===== config.mk =====
export PLATFORM = sky130hd
export DESIGN_NAME = memory_ctrl_reset_init
export DESIGN_NICKNAME = d
export VERILOG_FILES = /design/src/memctl_pkg.sv /design/src/memory_ctrl_reset_init.sv
export SDC_FILE = /design/constraint.sdc
export NUM_CORES = 1
export LEC_CHECK = 0
export BUFFER_PORTS_ARGS = -buffer_cell sky130_fd_sc_hd__buf_2
export CORE_ASPECT_RATIO = 0.75
export CORE_UTILIZATION = 40
export DETAILED_ROUTE_END_ITERATION = 8
export GPL_ROUTABILITY_DRIVEN = 0
export GPL_TIMING_DRIVEN = 0
export HOLD_SLACK_MARGIN = 0.03
export PLACE_DENSITY = 0.56
export SYNTH_ARGS = -nofsm -noshare
export SYNTH_HDL_FRONTEND = slang
export SYNTH_SLANG_ARGS = --single-unit

===== constraint.sdc =====
create_clock -name pclk -period 2.2 [get_ports pclk]
set_input_delay 0.44 -clock pclk [delete_from_list [all_inputs] [get_ports pclk]]
set_output_delay 0.44 -clock pclk [all_outputs]
set_load 0.01 [all_outputs]

===== src/memctl_pkg.sv =====
/*
 * Constants, register layouts and carrier types for the memory
 * controller reset and initialisation block.
 * Assumes a 32-bit APB with byte addresses on an 8-bit paddr.
 */
package memctl_pkg;

  // ****************************************************
  // Register byte offsets
  // ****************************************************
  localparam logic [7:0] OFS_CFG0   = 8'h00;
  localparam logic [7:0] OFS_CFG1   = 8'h04;
  localparam logic [7:0] OFS_CFG2   = 8'h08;
  localparam logic [7:0] OFS_EXP    = 8'h0C;
  localparam logic [7:0] OFS_SROM   = 8'h10;
  localparam logic [7:0] OFS_CAS00  = 8'h14;
  localparam logic [7:0] OFS_DCFG   = 8'h18;
  localparam logic [7:0] OFS_DREF   = 8'h1C;
  localparam logic [7:0] OFS_STAT   = 8'h20;

  // ****************************************************
  // Reset values and timing counts
  // ****************************************************
  localparam logic [12:0] CFG0_ONES = 13'h1FFF;
  localparam logic [2:0]  CAS_LAT_RST = 3'h4;
  localparam logic        RAS_LAT_RST = 1'h1;
  localparam logic [31:0] CAS00_RST = 32'h0000_0000;
  localparam logic [1:0]  INIT_CYC  = 2'h2;
  localparam logic [5:0]  ONE6      = 6'h01;

  // ****************************************************
  // Register layouts
  // ****************************************************
  typedef struct packed {
    logic [2:0] recovery_delay;
    logic [4:0] next_access_delay;
    logic [4:0] first_access_delay;
    logic       boot_bus_width_bit;
    logic [1:0] rom_type;
  } bank_cfg_type;

  typedef struct packed {
    bank_cfg_type odd;
    bank_cfg_type even;
  } static_cfg_type;

  typedef struct packed {
    logic       bank0_ras_latency;
    logic [2:0] bank0_cas_latency;
    logic [9:0] mid;
    logic [1:0] sync_rom_enable;
  } srom_cfg_type;

  typedef struct packed {
    logic [25:0] hi;
    logic [1:0]  dram_timing_select;
    logic [3:0]  dram_bank_enables;
  } dram_cfg_type;

  typedef struct packed {
    logic [13:0] hi;
    logic        bank0_keep_run;
    logic        bank0_early_pin;
    logic [3:0]  mid;
    logic [11:0] interval;
  } dref_cfg_type;

  typedef enum logic [1:0] {SEQ_IDLE, SEQ_SETUP, SEQ_STROBE, SEQ_HOLD} seq_type;

  // ****************************************************
  // Carriers
  // ****************************************************
  typedef struct packed {
    logic        valid;
    logic        dram;
    logic        write;
    logic        burst;
    logic [1:0]  bank;
    logic [31:0] wdata;
  } mem_req_type;

  typedef struct packed {
    logic [3:0]  chip_select_n;
    logic        write_strobe_n;
    logic        wdata_oe;
    logic [31:0] wdata;
  } mem_pins_type;

endpackage


===== src/memory_ctrl_reset_init.sv =====
/*
 * Reset and boot initialisation of the external memory controller:
 * configuration registers on APB, static write sequencer, precharge
 * on nonburst access to a disabled dynamic bank, refresh counter.
 * Assumes soft and watchdog reset requests come from logic on pclk
 * and that the two strap pins are asynchronous board levels.
 */
// Design decisions made here: the register offsets and the APB slave port.
`timescale 1ns/10ps
module memory_ctrl_reset_init
  import memctl_pkg::*;
(
  // Clock and reset
  input  wire logic                   pclk,
  input  wire logic                   presetn,
  // Reset requests and straps
  input  wire logic                   sleep_reset,
  input  wire logic                   soft_reset,
  input  wire logic                   wdog_reset,
  input  wire logic                   boot_width_select_pin,
  input  wire logic                   sync_rom_boot_enable_pin,
  // APB slave
  input  wire logic                   psel,
  input  wire logic                   penable,
  input  wire logic                   pwrite,
  input  wire logic [7:0]             paddr,
  input  wire logic [31:0]            pwdata,
  output logic      [31:0]            prdata,
  output logic                        pready,
  output logic                        pslverr,
  // Memory side
  input  wire memctl_pkg::mem_req_type  mem_req,
  output memctl_pkg::mem_pins_type      mem_pins,
  output logic                        mem_done,
  output logic                        pall_cmd,
  output logic                        dram_go,
  output logic                        refresh_tick
);
  import memctl_pkg::*;

  typedef struct packed {
    logic           bw_s1;
    logic           bw_s2;
    logic           sm_s1;
    logic           sm_s2;
    logic           init;
    logic [1:0]     init_cnt;
    static_cfg_type cfg0;
    static_cfg_type cfg1;
    static_cfg_type cfg2;
    logic [31:0]    exp_cfg;
    srom_cfg_type   srom;
    logic [31:0]    cas00;
    dram_cfg_type   dcfg;
    dref_cfg_type   dref;
    logic [11:0]    ref_cnt;
    logic [3:0]     cause;
    seq_type        seq;
    logic [5:0]     cnt;
    logic [5:0]     len;
    mem_pins_type   pins;
    logic           done;
    logic           pall;
    logic           go;
    logic           tick;
    logic [31:0]    prdata;
    logic           pready;
    logic           pslverr;
  } state_type;

  state_type st_q;
  state_type st_d;
  logic      wr_fire;

  // ****************************************************
  // Helpers
  // ****************************************************
  function automatic logic addr_hit(input logic [7:0] a);
    addr_hit = (a <= OFS_STAT) && (a[1:0] == 2'h0);
  endfunction

  function automatic bank_cfg_type bank_of(input state_type s, input logic [1:0] b);
    static_cfg_type c;
    c = b[1] ? s.cfg1 : s.cfg0;
    bank_of = b[0] ? c.odd : c.even;
  endfunction

  // Strobe low time: next delay for nonburst, first delay otherwise.
  function automatic logic [5:0] strobe_len(input bank_cfg_type c);
    logic [4:0] d;
    d = (c.rom_type == 2'h0) ? c.next_access_delay : c.first_access_delay;
    strobe_len = {1'b0, d} + ONE6;
  endfunction

  function automatic logic [31:0] read_word(input state_type s, input logic [7:0] a);
    unique case (a)
      OFS_CFG0:  read_word = s.cfg0;
      OFS_CFG1:  read_word = s.cfg1;
      OFS_CFG2:  read_word = s.cfg2;
      OFS_EXP:   read_word = s.exp_cfg;
      OFS_SROM:  read_word = {16'h0000, s.srom};
      OFS_CAS00: read_word = s.cas00;
      OFS_DCFG:  read_word = s.dcfg;
      OFS_DREF:  read_word = s.dref;
      OFS_STAT:  read_word = {4'h0, s.ref_cnt, 10'h000, s.seq != SEQ_IDLE, s.init, s.cause};
      default:   read_word = 32'h0000_0000;
    endcase
  endfunction

  assign wr_fire = psel && penable && pwrite && st_q.pready;

  // ****************************************************
  // Next state
  // ****************************************************
  always_comb
  begin
    st_d = st_q;
    st_d.bw_s1 = boot_width_select_pin;
    st_d.bw_s2 = st_q.bw_s1;
    st_d.sm_s1 = sync_rom_boot_enable_pin;
    st_d.sm_s2 = st_q.sm_s1;
    st_d.done = 1'b0;
    st_d.pall = 1'b0;
    st_d.go = 1'b0;
    st_d.tick = 1'b0;
    st_d.pready = 1'b0;
    st_d.pslverr = 1'b0;

    // One wait state, so read data and pready both leave flops.
    if (psel && penable && !st_q.pready && !st_q.init)
    begin
      st_d.pready = 1'b1;
      st_d.prdata = read_word(st_q, paddr);
      st_d.pslverr = !addr_hit(paddr);
    end

    if (wr_fire)
    begin
      unique case (paddr)
        OFS_CFG0:  st_d.cfg0 = pwdata;
        OFS_CFG1:  st_d.cfg1 = pwdata;
        OFS_CFG2:  st_d.cfg2 = pwdata;
        OFS_EXP:   st_d.exp_cfg = pwdata;
        OFS_SROM:  st_d.srom = pwdata[15:0];
        OFS_CAS00: st_d.cas00 = pwdata;
        OFS_DCFG:  st_d.dcfg = pwdata;
        OFS_DREF:  st_d.dref = pwdata;
        default:   st_d.cause = st_q.cause;
      endcase
    end

    // Refresh runs only while some dynamic bank is enabled.
    if ((st_q.dcfg.dram_bank_enables != 4'h0) && (st_q.dref.interval != 12'h000))
    begin
      if (st_q.ref_cnt >= st_q.dref.interval)
      begin
        st_d.tick = 1'b1;
        st_d.ref_cnt = 12'h000;
      end
      else
      begin
        st_d.ref_cnt = st_q.ref_cnt + 12'h001;
      end
    end

    unique case (st_q.seq)
      SEQ_IDLE:
      begin
        if (mem_req.valid && !st_q.done && !st_q.init)
        begin
          if (mem_req.dram)
          begin
            st_d.done = 1'b1;
            if (!mem_req.burst && !st_q.dcfg.dram_bank_enables[mem_req.bank])
              st_d.pall = 1'b1;
            else if (st_q.dcfg.dram_bank_enables[mem_req.bank])
              st_d.go = 1'b1;
          end
          else if (mem_req.write)
          begin
            st_d.seq = SEQ_SETUP;
            st_d.pins.chip_select_n = ~(4'h1 << mem_req.bank);
            st_d.pins.wdata = mem_req.wdata;
            st_d.pins.wdata_oe = 1'b1;
            st_d.len = strobe_len(bank_of(st_q, mem_req.bank));
          end
          else
          begin
            st_d.done = 1'b1;
          end
        end
      end
      SEQ_SETUP:
      begin
        st_d.pins.write_strobe_n = 1'b0;
        st_d.cnt = st_q.len;
        st_d.seq = SEQ_STROBE;
      end
      SEQ_STROBE:
      begin
        if (st_q.cnt == ONE6)
        begin
          st_d.pins.write_strobe_n = 1'b1;
          st_d.seq = SEQ_HOLD;
        end
        else
        begin
          st_d.cnt = st_q.cnt - ONE6;
        end
      end
      SEQ_HOLD:
      begin
        st_d.pins.chip_select_n = 4'hF;
        st_d.pins.wdata_oe = 1'b0;
        st_d.done = 1'b1;
        st_d.seq = SEQ_IDLE;
      end
    endcase

    if (soft_reset || wdog_reset)
    begin
      st_d.seq = SEQ_IDLE;
      st_d.pins.chip_select_n = 4'hF;
      st_d.pins.write_strobe_n = 1'b1;
      st_d.pins.wdata_oe = 1'b0;
      st_d.cause = {wdog_reset, soft_reset, 2'h0};
    end

    if (sleep_reset)
    begin
      st_d.init = 1'b1;
      st_d.init_cnt = 2'h0;
      st_d.ref_cnt = 12'h000;
      st_d.tick = 1'b0;
      st_d.seq = SEQ_IDLE;
      st_d.pins.chip_select_n = 4'hF;
      st_d.pins.write_strobe_n = 1'b1;
      st_d.pins.wdata_oe = 1'b0;
      st_d.cause = 4'h2;
      // banks off at once
      // Without this the refresh counter would run on through the init phase.
      st_d.dcfg.dram_bank_enables = 4'h0;
    end
    else if (st_q.init)
    begin
      // Straps are loaded only once they have crossed both flops.
      if (st_q.init_cnt == INIT_CYC)
      begin
        st_d.init = 1'b0;
        st_d.cfg0.even = {CFG0_ONES, !st_q.bw_s2, 2'h0};
        st_d.srom.sync_rom_enable[0] = st_q.sm_s2;
        st_d.srom.bank0_cas_latency = CAS_LAT_RST;
        st_d.srom.bank0_ras_latency = RAS_LAT_RST;
        st_d.cas00 = CAS00_RST;
        st_d.dcfg.dram_bank_enables = 4'h0;
        st_d.dref.bank0_early_pin = st_q.sm_s2;
        st_d.dref.bank0_keep_run = st_q.sm_s2;
      end
      else
      begin
        st_d.init_cnt = st_q.init_cnt + 2'h1;
      end
    end
  end

  // ****************************************************
  // State register
  // ****************************************************
  // fields not named below reset to zero
  always_ff @(posedge pclk or negedge presetn)
  begin
    if (!presetn)
    begin
      st_q <= '0;
      st_q.init <= 1'b1;
      st_q.cause <= 4'h1;
      st_q.pins.chip_select_n <= 4'hF;
      st_q.pins.write_strobe_n <= 1'b1;
      st_q.seq <= SEQ_IDLE;
    end
    else
    begin
      st_q <= st_d;
    end
  end

  assign prdata = st_q.prdata;
  assign pready = st_q.pready;
  assign pslverr = st_q.pslverr;
  assign mem_pins = st_q.pins;
  assign mem_done = st_q.done;
  assign pall_cmd = st_q.pall;
  assign dram_go = st_q.go;
  assign refresh_tick = st_q.tick;

  // ****************************************************
  // Checks
  // ****************************************************
  logic [5:0] low_run;

  always_ff @(posedge pclk or negedge presetn)
  begin
    if (!presetn)
      low_run <= 6'h00;
    else if (!st_q.pins.write_strobe_n)
      low_run <= low_run + ONE6;
    else
      low_run <= 6'h00;
  end
endmodule


==> results.md <==
- Antenna cells: 0
- FF+latch count, synth: 353
- Core Util, Final: 49.4%
- Routed via count: 13405
- Largest net degree at the start of global routing: 112
- EDFF count, synth: 0
- Vias per inst: 5.78
- FP Rows: 64
- Main synth FF type: dfrtp_1
- Skew-Pair Late Insertion Delay: 0.55 ns
- Sequential share of the synthesized area: 52.0%
- CTS buffer count: 38
- Post-route DRC: 0
- WL/cell: 25.7 um
- Cell Int Power: 12100 uW
- Syn Area/Cell: 11.3 um^2
- Clk slew on worst S/H paths: 0.06 ns
- Max Slew Vio Count: 0
- Most common library cells after synthesis: 346 x dfrtp_1, 237 x nand2_1, 188 x mux2_2, 82 x buf_4, 64 x a21oi_1
- Yosys warns: 0
- Total grt overflow: 0
- Initial DRC Count: 1518
- Fmax: 452 MHz
- Die area: 43300 um^2
- Post-Synthesis Cells: 1501
- Synth area leaders: dfrtp_1 51%, mux2_2 12%, nand2_1 5.2%, buf_4 3.6%, mux2i_1 2.5%
- CTS tree: built
- Period utilization: 100%
- Final Critical Period: 2.21 ns
- HP Class: in2reg
- Max_cap viols: 0
- Worst-path maximum fanout: 10
- First-pass GRT wire length: 87300 um
- Starting Density: 41.1%
- Slew @ Worst Pin: 0.914 ns
- Layout cells sized above 1: 38.0%
- Root buffer cell: clkbuf_16
- Worst EP required: 2.66 ns
- H-tree lvl count: 2
- Max-Slew Margin vs Limit: 39.0%
- Die H: 180 um
- Initial antenna violation count: 0
- Sequential Power Share: 44.9%
- Proportion of power drawn by the clock network: 39.7%
- Cell area after synthesis: 17000 um^2
- Final nets: 1842
- Failing checks: setup timing
- Core ar.: 41300 um^2
- Pwr dens: 807 nW/um^2
- Setup TNS: -0.0119 ns
- Worst Setup End Kind: flop
- Final HPWL DP: 41400 um
- Port bufs: 157
- Net count after synthesis: 1611
- Area after DPL: 18600 um^2
- Status: complete, but fails checks
- Largest area contributor in the netlist: dfrtp_1
- Die span in x: 240 um
- CTS Buffer Depth: 3
- Area growth syn-to-layout: 20.2%
- DRT Pass-1 Iters: 6
- Pre-CTS WS: -1.33 ns
- Hold Fails Final Rpt: 0
- Fillcell total: 3768
- WP data arrival: 2.67 ns
- Fin worst setup slack: -0.0108 ns
- Drt total wl: 59700 um
- I/O Pins: 164
- CTS sink cnt: 353
- Yosys cell types: 69
- WS Path Type: in2reg
- Top cell type's share of synthesized area: 51.0%
- Final setup vio count: 2
- Sw frac: 26.3%
- Async set-reset flop share out of synthesis: 100%
- Cell area after layout: 20400 um^2
- Worst hold slack: 0.0422 ns
- Total track usage: 27.8%
- Leak pwr: 0.0100 uW
- Peak supply drop: 0.563 mV
- DRT antenna net count: 0
- NetSw: 4320 uW
- RSZ-0062 raised after global routing: true
- Top-count cell post-synth: dfrtp_1
- CP Launch Type: input port
- Comb power frac: 15.4%
- Clock Skews: 0.0335 ns
- Vias in the first global route: 12993
-- logic make-up (layout without fill, tap and decap cells) --
family | count (synthesis) | count (layout) | synth area share [%]
compound gates | 265 | 265 | 10.4
buf+inv | 185 | 441 | 6.43
mux | 251 | 251 | 17.5
fa+ha+maj | 22 | 22 | 1.62
flops | 353 | 353 | 52.0
xor+xnor | 11 | 11 | 0.567
simple gates | 414 | 414 | 11.4
-- power by group through the flow --
stage               combinational, uW  sequential [uW]  clock [uW]
finish                           2530             7390        6550
CTS                              2500             7390        6630
floorplan                        1530             7390           0
detailed placement               2450             7500           0
global route                     2780             7450        6900
global placement                 2380             7480           0
-- timing repair --
item,CTS,global route
hold buffers,3,0
resized for setup,61,42
pin swaps,10,10
endpoints found under the hold margin,42,0
setup buffers,22,10
setup endpoints to repair,274,147
-- metal layers --
layer	vias to the layer above	track usage, %	routed length [um]
li1	5743	-	-
met1	6774	39.9	25900
met2	726	39.7	25000
met3	162	7.87	6370
met4	0	9.81	2390
met5	-	0	0
-- state kept, by name, summed over array words and instances, names as in the netlist --
signal and flops:
dram_go 1, mem_done 1, mem_pins 38, pall_cmd 1, prdata 32, pready 1
pslverr 1, refresh_tick 1, st_d 2, st_q 275
-- worst max-delay path: stages --
cell,delay (ns)
buf_2,0.15
clkbuf_4,0.24
nor4_4,0.55
buf_4,0.36
buf_4,0.33
a22oi_1,0.15
o22ai_1,0.15
o21ai_0,0.18
nand2_1,0.10
-- per-stage QoR --
step	cells	power, uW
CTS	2310	16500
finish	2318	16500
detailed placement	2223	9950
global route	2318	17100
global placement	2219	9870
floorplan	1501	8920
-- worst paths after layout --
| check | start | to | slack [ns] | depth (start not counted) |
|---|---|---|---|---|
| max | paddr[4] | prdata[16] | -0.01 | 9 |
| min | mem_req[34] | pall_cmd | 0.04 | 2 |
| max reg2reg | st_q[282] | st_q[80] | 0.01 | 8 |
| min reg2reg | st_d[351] | st_q[351] | 0.35 | 0 |
| max in group asynchronous | presetn | st_q[274] | 0.84 | 3 |
| min in group asynchronous | presetn | dram_go | 0.40 | 2 |
-- cell type report --
type / count / area [um^2] / area share, %
tap: 561 / 702 / 3.44
multi-input combinational: 963 / 7300 / 35.7
sequential: 353 / 8850 / 43.3
clock inverter: 10 / 129 / 0.631
inverter: 27 / 101 / 0.496
clock buffer: 55 / 1120 / 5.47
buffer: 153 / 1070 / 5.22
timing repair buffer: 196 / 1160 / 5.70
-- cell usage in the layout (no fill, tap or decap), drive strengths merged, types with 8 or more instances in the layout --
master  instances
a221oi         12
ha             22
mux2i          42
o22ai           8
xor2            9
a22o           26
nor2           63
a22oi          38
clkbuf         85
dfrtp         346
nand2         237
a21o            9
buf           316
mux2          191
o21ai          61
mux4           18
and2           12
nor4            9
nor3           22
inv            28
nand3          31
a21oi          64
nand4           8
a222oi         14
No activity file was read; power rests on OpenSTA's default activity.
